--- src/logic/swc_map.vh ---
// Register map, field positions, reset values and timing counts of the wake-up control block.
`ifndef SWC_MAP_VH
`define SWC_MAP_VH

// Register byte addresses on the AXI4-Lite slave.
`define SWC_ADDR_WAKE_CONTROL 4'h0
`define SWC_ADDR_WAKE_STATUS  4'h4
`define SWC_ADDR_SLEEP_CTRL   4'h8

// Fields of wake_control.
`define SWC_TIMER_EN_BIT      0
`define SWC_CAL_EN_BIT        1
`define SWC_HOST_WAKE_BIT     2
`define SWC_AUTO_ADC_BIT      3
`define SWC_EXT_EN_LSB        4
`define SWC_EXT_EDGE_LSB      8
`define SWC_EXT_POL_LSB       12
`define SWC_CTRL_RESET        32'h0000F000
`define SWC_CTRL_WMASK        32'h0000FFFF

// Fields of the wake status register.
`define SWC_EXT_STAT_LSB      0
`define SWC_CAL_STAT_BIT      4
`define SWC_TIMER_STAT_BIT    5
`define SWC_STATE_LSB         8
`define SWC_STAT_W1C_MASK     8'h3F

// Fields of the sleep control register.
`define SWC_SLP_HIB_BIT       0
`define SWC_SLP_DOZE_BIT      1
`define SWC_SLP_HIB_FAST_BIT  2
`define SWC_SLP_CORE_RET_BIT  6
`define SWC_SLP_PAD_KEEP_BIT  7

// Power states.
`define SWC_ST_RUN            2'h0
`define SWC_ST_HIB            2'h1
`define SWC_ST_DOZE           2'h2
`define SWC_ST_ADC            2'h3

// Edge detector tick periods in 100 MHz aclk cycles; aclk stands in for the crystal.
// Sized at the counter width so that no connection has to drop bits.
`define SWC_XTAL_DIV          16'h0080
`define SWC_HIB_SLOW_COUNT    16'hC350
`define SWC_HIB_FAST_COUNT    16'h0C35

// Resp codes.
`define SWC_RESP_OKAY         2'h0
`define SWC_RESP_SLVERR       2'h2

`endif

--- src/logic/swc_tick_gen.v ---
// Enable pulse generator that clocks the external wake edge detector.
`include "swc_map.vh"

module swc_tick_gen #(
   parameter [15:0] SLOW_COUNT = `SWC_HIB_SLOW_COUNT
)(
   // Clock and reset
   input  wire       aclk,
   input  wire       aresetn,
   // Rate selection: 0 crystal/128, 1 hibernate slow, 2 hibernate fast
   input  wire [1:0] rate_sel,
   // One-cycle enable for the detector
   output reg        tick
);

   localparam [15:0] FAST_COUNT = `SWC_HIB_FAST_COUNT;
   localparam [15:0] XTAL_COUNT = `SWC_XTAL_DIV;

   reg  [15:0] count;
   reg  [15:0] limit;

   always @*
   begin
      case (rate_sel)
         2'h1:    limit = SLOW_COUNT;
         2'h2:    limit = FAST_COUNT;
         default: limit = XTAL_COUNT;
      endcase
   end

   // A rate change may shorten one period; the detector tolerates this.
   always @(posedge aclk)
   begin
      if (!aresetn)
      begin
         count <= 16'h0000;
         tick  <= 1'b0;
      end
      else if (count >= limit - 16'h0001)
      begin
         count <= 16'h0000;
         tick  <= 1'b1;
      end
      else
      begin
         count <= count + 16'h0001;
         tick  <= 1'b0;
      end
   end

endmodule // swc_tick_gen

--- src/logic/swc_wake_ctrl.v ---
// Sleep and wake-up control: wake sources, power state, autonomous ADC and host-wake pin.
//
// Notes on behaviour
// Each of four wake inputs selects edge sense (1) or level sense (0).
// Level sense wakes while enabled and the input equals its polarity bit.
// For level sense, the pin must go inactive before status is cleared.
// Edge sense wakes after an active edge; status clears at any time.
// Wake pulses must last at least two edge detector clock periods.
// Detector runs at 2kHz or 32kHz in hibernate, crystal/128 in doze.
// Four enable bits; only enabled wake inputs may end hibernate or doze.
// With no wake input enabled, software must enable a timer wake source.
// Autonomous mode wakes only the ADC; processor stays halted unless ADC interrupts.
// On ADC interrupt the processor clears autonomous mode and re-enters sleep.
// Autonomous mode only in hibernate with core state retention set.
// Pair autonomous mode with periodic calendar wake and a watchdog sleep timer.
// Host-wake drives wake pin zero low while asleep, high on wake.
// Host-wake overrides the shared general pin; clearing returns it to general use.
// First enabling host-wake over a pin driven 0 takes it from 0 to 1.
// Calendar compare ends low power only when its enable bit is 1.
// Sleep timer compare ends low power only when its enable bit is 1.
// After reset sense, enable, autonomous, host-wake and timer bits read 0.
// Polarity 1 means high level or rising edge, 0 low level or falling.
// Change a polarity bit only while that input is disabled.
// All enabled wake sources merge into one request ending hibernate or doze.
//
// Implementation choices: the AXI4-Lite register port and the register addresses.
`include "swc_map.vh"

module swc_wake_ctrl #(
   parameter [15:0] HIB_SLOW_COUNT = `SWC_HIB_SLOW_COUNT
)(
   // Clock and reset
   input  wire        aclk,
   input  wire        aresetn,
   // AXI4-Lite write address
   input  wire [3:0]  s_axi_awaddr,
   input  wire        s_axi_awvalid,
   output wire        s_axi_awready,
   // AXI4-Lite write data
   input  wire [31:0] s_axi_wdata,
   input  wire [3:0]  s_axi_wstrb,
   input  wire        s_axi_wvalid,
   output wire        s_axi_wready,
   // AXI4-Lite write response
   output reg  [1:0]  s_axi_bresp,
   output reg         s_axi_bvalid,
   input  wire        s_axi_bready,
   // AXI4-Lite read address
   input  wire [3:0]  s_axi_araddr,
   input  wire        s_axi_arvalid,
   output wire        s_axi_arready,
   // AXI4-Lite read data
   output reg  [31:0] s_axi_rdata,
   output reg  [1:0]  s_axi_rresp,
   output reg         s_axi_rvalid,
   input  wire        s_axi_rready,
   // External wake pins (asynchronous)
   input  wire [3:0]  wake_pin_in,
   // Timer compare events from on-chip timers
   input  wire        calendar_compare,
   input  wire        sleep_timer_compare,
   // ADC handshake for autonomous sampling
   input  wire        adc_done,
   input  wire        adc_irq,
   output reg         adc_wake,
   // Processor and power state
   output reg         core_halt,
   output reg  [1:0]  power_state,
   // Shared general pin, general-purpose side and pad side
   input  wire        shared_general_pin_out,
   input  wire        shared_general_pin_oe,
   output reg         wake_pin_zero_out,
   output reg         wake_pin_zero_oe
);

   reg  [31:0] wake_control;
   reg  [3:0]  ext_wake_status;
   reg         cal_status;
   reg         timer_status;
   reg         hib_fast_clk;
   reg         core_state_retention;
   reg         pad_ring_power_keep;
   reg  [1:0]  next_state;

   // Write channel holding registers.
   reg         aw_held;
   reg         w_held;
   reg  [3:0]  aw_addr;
   reg  [31:0] w_data;
   reg  [3:0]  w_strb;

   // Pin synchronisers and edge history.
   reg  [3:0]  pin_meta;
   reg  [3:0]  pin_sync;
   reg  [3:0]  pin_prev_active;

   wire [3:0]  ext_wake_enable;
   wire [3:0]  ext_wake_sense_mode;
   wire [3:0]  ext_wake_polarity;
   wire        host_wake;
   wire        auto_adc;
   wire        cal_wake_enable;
   wire        sleep_timer_wake_enable;
   wire [3:0]  ext_en_eff;
   wire [3:0]  pin_active;
   wire [3:0]  edge_hit;
   wire [3:0]  level_hit;
   wire [3:0]  ext_hit;
   wire        det_tick;
   wire [1:0]  rate_sel;
   wire        do_write;
   wire        wr_status;
   wire        wr_sleep;
   wire        enter_hib;
   wire        enter_doze;
   wire        auto_eff;
   wire        adc_start;
   wire        wake_req;
   wire [7:0]  status_clr;

   // Merge write data into a register under the byte strobes and a writable mask.
   function [31:0] merge_word;
      input [31:0] old_val;
      input [31:0] new_val;
      input [3:0]  strb;
      input [31:0] wmask;
      integer      i;
      begin
         merge_word = old_val;
         for (i = 0; i < 32; i = i + 1)
            if (strb[i / 8] && wmask[i])
               merge_word[i] = new_val[i];
      end
   endfunction

   // True when the register address is one that the block decodes.
   function addr_mapped;
      input [3:0] addr;
      begin
         addr_mapped = (addr == `SWC_ADDR_WAKE_CONTROL) ||
                       (addr == `SWC_ADDR_WAKE_STATUS)  ||
                       (addr == `SWC_ADDR_SLEEP_CTRL);
      end
   endfunction

   assign ext_wake_enable         = wake_control[`SWC_EXT_EN_LSB +: 4];
   assign ext_wake_sense_mode     = wake_control[`SWC_EXT_EDGE_LSB +: 4];
   assign ext_wake_polarity       = wake_control[`SWC_EXT_POL_LSB +: 4];
   assign host_wake               = wake_control[`SWC_HOST_WAKE_BIT];
   assign auto_adc                = wake_control[`SWC_AUTO_ADC_BIT];
   assign cal_wake_enable         = wake_control[`SWC_CAL_EN_BIT];
   assign sleep_timer_wake_enable = wake_control[`SWC_TIMER_EN_BIT];

   // Pin zero is an output while host-wake owns it, so it cannot wake the block.
   assign ext_en_eff = ext_wake_enable & {3'b111, ~host_wake};

   // Write channel: each address and data beat is taken on its own.
   assign s_axi_awready = ~aw_held;
   assign s_axi_wready  = ~w_held;
   assign s_axi_arready = ~s_axi_rvalid;
   assign do_write      = aw_held & w_held & ~s_axi_bvalid;
   assign wr_status     = do_write && (aw_addr == `SWC_ADDR_WAKE_STATUS) && w_strb[0];
   assign wr_sleep      = do_write && (aw_addr == `SWC_ADDR_SLEEP_CTRL) && w_strb[0];
   assign enter_hib     = wr_sleep && w_data[`SWC_SLP_HIB_BIT];
   assign enter_doze    = wr_sleep && w_data[`SWC_SLP_DOZE_BIT] && !w_data[`SWC_SLP_HIB_BIT];
   assign status_clr    = wr_status ? (w_data[7:0] & `SWC_STAT_W1C_MASK) : 8'h00;

   always @(posedge aclk)
   begin
      if (!aresetn)
      begin
         aw_held      <= 1'b0;
         w_held       <= 1'b0;
         aw_addr      <= 4'h0;
         w_data       <= 32'h00000000;
         w_strb       <= 4'h0;
         s_axi_bvalid <= 1'b0;
         s_axi_bresp  <= `SWC_RESP_OKAY;
      end
      else
      begin
         if (s_axi_awvalid && !aw_held)
         begin
            aw_held <= 1'b1;
            aw_addr <= s_axi_awaddr;
         end
         if (s_axi_wvalid && !w_held)
         begin
            w_held <= 1'b1;
            w_data <= s_axi_wdata;
            w_strb <= s_axi_wstrb;
         end
         if (do_write)
         begin
            aw_held      <= 1'b0;
            w_held       <= 1'b0;
            s_axi_bvalid <= 1'b1;
            s_axi_bresp  <= addr_mapped(aw_addr) ? `SWC_RESP_OKAY : `SWC_RESP_SLVERR;
         end
         else if (s_axi_bready)
            s_axi_bvalid <= 1'b0;
      end
   end

   // Control registers; all functions come up disabled with level sense.
   always @(posedge aclk)
   begin
      if (!aresetn)
      begin
         wake_control         <= `SWC_CTRL_RESET;
         hib_fast_clk         <= 1'b0;
         core_state_retention <= 1'b0;
         pad_ring_power_keep  <= 1'b0;
      end
      else if (do_write && aw_addr == `SWC_ADDR_WAKE_CONTROL)
         wake_control <= merge_word(wake_control, w_data, w_strb, `SWC_CTRL_WMASK);
      else if (wr_sleep)
      begin
         hib_fast_clk         <= w_data[`SWC_SLP_HIB_FAST_BIT];
         core_state_retention <= w_data[`SWC_SLP_CORE_RET_BIT];
         pad_ring_power_keep  <= w_data[`SWC_SLP_PAD_KEEP_BIT];
      end
   end

   // Read channel answers one cycle after the address is taken.
   always @(posedge aclk)
   begin
      if (!aresetn)
      begin
         s_axi_rvalid <= 1'b0;
         s_axi_rdata  <= 32'h00000000;
         s_axi_rresp  <= `SWC_RESP_OKAY;
      end
      else if (s_axi_arvalid && !s_axi_rvalid)
      begin
         s_axi_rvalid <= 1'b1;
         s_axi_rresp  <= addr_mapped(s_axi_araddr) ? `SWC_RESP_OKAY : `SWC_RESP_SLVERR;
         case (s_axi_araddr)
            `SWC_ADDR_WAKE_CONTROL:
               s_axi_rdata <= wake_control;
            `SWC_ADDR_WAKE_STATUS:
               s_axi_rdata <= {22'h0, power_state, 2'h0, timer_status,
                               cal_status, ext_wake_status};
            `SWC_ADDR_SLEEP_CTRL:
               s_axi_rdata <= {24'h000000, pad_ring_power_keep, core_state_retention,
                               3'h0, hib_fast_clk, 2'h0};
            default:
               s_axi_rdata <= 32'h00000000;
         endcase
      end
      else if (s_axi_rready)
         s_axi_rvalid <= 1'b0;
   end

   // Detector rate follows the power state: hibernate and ADC slow or fast, crystal/128 otherwise.
   assign rate_sel = (power_state == `SWC_ST_HIB || power_state == `SWC_ST_ADC) ?
                     (hib_fast_clk ? 2'h2 : 2'h1) : 2'h0;

   swc_tick_gen #(
      .SLOW_COUNT (HIB_SLOW_COUNT)
   ) u_tick_gen (
      .aclk     (aclk),
      .aresetn  (aresetn),
      .rate_sel (rate_sel),
      .tick     (det_tick)
   );

   // Pins cross into aclk through two flops before any logic looks at them.
   always @(posedge aclk)
   begin
      if (!aresetn)
      begin
         pin_meta        <= 4'h0;
         pin_sync        <= 4'h0;
         pin_prev_active <= 4'h0;
      end
      else
      begin
         pin_meta <= wake_pin_in;
         pin_sync <= pin_meta;
         if (det_tick)
            pin_prev_active <= pin_active;
      end
   end

   // Polarity 1 selects high or rising, 0 selects low or falling.
   assign pin_active = ~(pin_sync ^ ext_wake_polarity);
   // A pulse held two detector periods is seen inactive then active at two ticks.
   assign edge_hit   = {4{det_tick}} & pin_active & ~pin_prev_active;
   assign level_hit  = pin_active;
   assign ext_hit    = ext_en_eff &
                       ((ext_wake_sense_mode & edge_hit) |
                        (~ext_wake_sense_mode & level_hit));

   // Autonomous sampling needs hibernate with core retention, otherwise it is ignored.
   assign auto_eff  = auto_adc & core_state_retention;
   assign adc_start = auto_eff && power_state == `SWC_ST_HIB &&
                      calendar_compare && cal_wake_enable;

   // Status flags are sticky; a new event in the clearing cycle wins over the clear.
   // A level-sensed input keeps setting its flag until the pin is released.
   always @(posedge aclk)
   begin
      if (!aresetn)
      begin
         ext_wake_status <= 4'h0;
         cal_status      <= 1'b0;
         timer_status    <= 1'b0;
      end
      else
      begin
         ext_wake_status <= (ext_wake_status & ~status_clr[3:0]) | ext_hit;
         cal_status      <= (cal_status & ~status_clr[`SWC_CAL_STAT_BIT]) |
                            (calendar_compare & cal_wake_enable & ~adc_start);
         timer_status    <= (timer_status & ~status_clr[`SWC_TIMER_STAT_BIT]) |
                            (sleep_timer_compare & sleep_timer_wake_enable);
      end
   end

   // One request from every enabled source ends hibernate or doze.
   assign wake_req = |(ext_wake_status & ext_en_eff) |
                     (cal_status & cal_wake_enable) |
                     (timer_status & sleep_timer_wake_enable);

   always @*
   begin
      case (power_state)
         `SWC_ST_RUN:
            if (enter_hib)
               next_state = `SWC_ST_HIB;
            else if (enter_doze)
               next_state = `SWC_ST_DOZE;
            else
               next_state = `SWC_ST_RUN;
         `SWC_ST_HIB:
            if (wake_req)
               next_state = `SWC_ST_RUN;
            else if (adc_start)
               next_state = `SWC_ST_ADC;
            else
               next_state = `SWC_ST_HIB;
         `SWC_ST_DOZE:
            next_state = wake_req ? `SWC_ST_RUN : `SWC_ST_DOZE;
         `SWC_ST_ADC:
            // The ADC alone runs; the processor wakes on its interrupt or on a wake request.
            if (wake_req || adc_irq)
               next_state = `SWC_ST_RUN;
            else if (adc_done)
               next_state = `SWC_ST_HIB;
            else
               next_state = `SWC_ST_ADC;
         default:
            next_state = `SWC_ST_RUN;
      endcase
   end

   // Power state and the pins it drives are all registered.
   always @(posedge aclk)
   begin
      if (!aresetn)
      begin
         power_state       <= `SWC_ST_RUN;
         core_halt         <= 1'b0;
         adc_wake          <= 1'b0;
         wake_pin_zero_out <= 1'b0;
         wake_pin_zero_oe  <= 1'b0;
      end
      else
      begin
         power_state <= next_state;
         core_halt   <= (next_state != `SWC_ST_RUN);
         adc_wake    <= (next_state == `SWC_ST_ADC);
         if (host_wake)
         begin
            // Awake drives 1, so a pin left at 0 by general use steps to 1 here.
            wake_pin_zero_oe  <= 1'b1;
            wake_pin_zero_out <= (next_state == `SWC_ST_RUN);
         end
         else
         begin
            wake_pin_zero_oe  <= shared_general_pin_oe;
            wake_pin_zero_out <= shared_general_pin_out;
         end
      end
   end

endmodule // swc_wake_ctrl

--- config.mk ---
export PLATFORM = sky130hd
export DESIGN_NAME = swc_wake_ctrl
export DESIGN_NICKNAME = d
export VERILOG_FILES = /design/src/logic/swc_tick_gen.v /design/src/logic/swc_wake_ctrl.v
export VERILOG_INCLUDE_DIRS = /design/src /design/src/logic
export SDC_FILE = /design/constraint.sdc
export NUM_CORES = 1
export LEC_CHECK = 0
export BUFFER_PORTS_ARGS = -buffer_cell sky130_fd_sc_hd__buf_4
export CORE_ASPECT_RATIO = 1.2
export CORE_UTILIZATION = 40
export DETAILED_ROUTE_END_ITERATION = 10
export PLACE_DENSITY = 0.77
export SLEW_MARGIN = 20
export SYNTH_ARGS = -nofsm -noshare
export SYNTH_HDL_FRONTEND = slang
export SYNTH_SLANG_ARGS = --single-unit
--- constraint.sdc ---
create_clock -name aclk -period 2.1 [get_ports aclk]
set_input_delay 0.315 -clock aclk [delete_from_list [all_inputs] [get_ports aclk]]
set_output_delay 0.315 -clock aclk [all_outputs]
set_load 0.02 [all_outputs]
==> flow_metrics.tcl <==
set metrics [dict create \
    status "finished clean" \
    cts_tree "built" \
    clock_sinks 104 \
    cts_buffers 9 \
    grt_pass1_wl_um 16100 \
    nets 647 \
    crit_type "register to register" \
    vias 3659 \
    period_minus_slack_ns 2.09 \
    syn-instance-count 505 \
    async_reset_ff_share_pct 0 \
    worst_slack_ns 0.00592 \
    post-place-ws_ns 0.0567 \
    io_buffer_count 71 \
    grt_setup_unrepaired "yes" \
    clk_pin_slew_ns 0.07 \
    synth_cell_types 56 \
    fin_tns_setup_ns 0 \
    power.static_leakage_nw 2.39 \
    synth.largest_area_cell "dfxtp_1" \
    clk_latency_ns 0.35 \
    drt-total-wl_um 10300 \
    hold_buffers 0 \
    antenna_found_initial 0 \
    ctsHtreeMaxLevel 3 \
    drc 0 \
    boundaryPins 108 \
    worstHoldPathType "primary input to register" \
    ys.flop_type "dfxtp_1" \
    die_area_um2 11800 \
    synth_top_cell_area_share_pct 45.9 \
    ir_drop_v 0.000347 \
    n_antenna_cell 0 \
    final_antenna_net_count 0 \
    drt-vias-per-instance 5.15 \
    rows 42 \
    max_freq_mhz 478 \
    grt_max_degree 70 \
    crit_required_ns 2.34 \
    synthToLayoutAreaGrowth_pct 23.5 \
    drt_iter0_drc 200 \
    holdWs_ns 0.171 \
    die_h_um 119 \
    cp-start-kind "register" \
    ys_ff_latch 104 \
    cp.arrival_ns 2.34 \
    crit_fanout 8 \
    synthTopCellsByArea "dfxtp_1, mux2i_1, nor2_1" \
    post_synth.cell_area_avg_um2 8.97 \
    grt_pass1_vias 3462 \
    dr.pass1.iters 4 \
    timing.final.crit_share_pct 99.7 \
    synth_area_um2 4530 \
    clk_root_buffer_cell "clkbuf_16" \
    drive_gt1_share_pct 23.9 \
    slew_violations 0 \
    finClkSkew_ns 0.00877 \
    report.final.hold_viol_count 0 \
    synth_edf_count 0 \
    dp_hpwl_um 7320 \
    fp.dieW_um 99.2 \
    max_slew_margin_pct 63.7 \
    place_congestion 0.822 \
    clockBufferDepth 2 \
    wl_per_cell_um 14.5 \
    setup_violations 0 \
    grt_usage_pct 17.4 \
    max_cap_violations 0 \
    ys_seq_area_share_pct 45.9 \
    powerDensity_nw_per_um2 736 \
    coreArea_um2 11000 \
    worstMarginPinSlew_ns 0.543 \
    ys_warn_count 0 \
    initial_utilization_pct 41.1 \
    grt_overflow 0 \
    cp-end-kind "register" \
]
==> state kept, by name (all words and copies together), names as in the netlist, 2 cells and up <==
signal	count
ext_wake_status	4
u_tick_gen.count	16
w_strb	2
pin_prev_active	4
power_state	2
pin_sync	4
s_axi_rdata	16
w_data	16
pin_meta	4
wake_control	16
aw_addr	4
==> cell usage after synthesis, drive strengths merged, types with 2 or more instances <==
library cell and count:
nand3b 3, buf 25, nand2 58, and2 12
nand4 6, xnor2 9, a22oi 8, a2111oi 2
nand3 11, a21oi 41, o21ai 11, nor2 80
ha 13, or3 2, clkbuf 16, nor3 5
a32o 2, and3 4, inv 18, dfxtp 104
a211oi 2, nand2b 6, or2 2, and2b 2
nand4b 2, xor2 9, nor4 4, mux2i 35
==> worst paths after layout <==
kind,start,end,slack [ns],depth (start not counted)
worst max-delay path,power_state[0]$_SDFF_PN0_,u_tick_gen.count[10]$_SDFF_PP0_,0.006,10
worst min-delay path,wake_pin_in[3],pin_meta[3]$_SDFF_PN0_,0.17,2
worst max register to register,power_state[0]$_SDFF_PN0_,u_tick_gen.count[10]$_SDFF_PP0_,0.006,10
worst min register to register,pin_meta[3]$_SDFF_PN0_,pin_sync[3]$_SDFF_PN0_,0.44,1
==> critical path: stages (launching register included) <==
cell	delay, ns
dfxtp_4	0.37
and2_4	0.19
inv_4	0.05
ha_4	0.25
nand2b_4	0.11
a211oi_2	0.06
o31a_1	0.29
o41ai_4	0.28
buf_4	0.19
clkbuf_16	0.16
nor2_2	0.04
==> where the power goes <==
part / switching [W] / internal [W]
Clock: 0.000752 / 0.000970
Combinational: 0.000186 / 0.000147
Sequential: 0.0000420 / 0.00202
==> cells in the final DEF, fill, tap and decap left out, drive strengths merged, types with 2 or more instances in the layout <==
| cell type | count |
|---|---|
| a22oi | 8 |
| a211oi | 2 |
| clkbuf | 12 |
| and2b | 2 |
| xnor2 | 9 |
| o21ai | 11 |
| ha | 13 |
| buf | 80 |
| or3 | 2 |
| or2 | 2 |
| nor2 | 80 |
| and2 | 12 |
| conb | 18 |
| and3 | 4 |
| nor3 | 5 |
| nand3b | 3 |
| nor4 | 4 |
| nand2 | 58 |
| clkinv | 3 |
| dfxtp | 104 |
| a2111oi | 2 |
| nand3 | 11 |
| nand2b | 6 |
| mux2i | 35 |
| inv | 20 |
| nand4 | 6 |
| xor2 | 9 |
| a21oi | 41 |
| nand4b | 2 |
| a32o | 2 |
==> stage by stage <==
stage	area, um2	utilization, %	std cells	total power, W
after floorplan	4610	-	522	0.00233
after global placement	5140	46.6	691	0.00242
after detailed placement	5140	46.6	691	0.00243
after CTS	5450	49.4	707	0.00412
after global routing	5600	50.7	710	0.00426
final	5600	50.7	710	0.00412
==> repair_timing <==
item,CTS,global route
endpoints found under the setup margin,0,17
resized for setup,0,18
buffers inserted,0,2
==> layer usage <==
layer	share of wire (%)	vias up	track usage [%]
met2	54	96	30.4
met5	0	-	0
met4	2.0	0	8.27
li1	-	1801	-
met3	4.2	15	3.90
met1	40	1747	19.8
==> logic make-up (layout without fill, tap and decap cells) <==
| kind of cell | after synthesis | after routing | share of synthesized area (%) |
|---|---|---|---|
| fa+ha+maj | 13 | 13 | 3.59 |
| xor+xnor | 18 | 18 | 3.48 |
| simple gates | 198 | 198 | 21.7 |
| flops | 104 | 104 | 45.9 |
| mux | 35 | 35 | 7.73 |
| compound gates | 76 | 76 | 10.7 |
| other cells | 1 | 18 | 0.0827 |
| buf+inv | 60 | 116 | 6.82 |
==> cell type report <==
cell class                      instances  area [um2]
Clock inverter                          5        63.8
Sequential cell                       104        2090
Timing Repair Buffer                   81         651
Tap cell                              132         165
Inverter                               19        73.8
Fill cell                             985        5440
Multi-Input combinational cell        358        2310
Clock buffer                           11         243
Note: power is estimated with default switching activity, not from simulation.
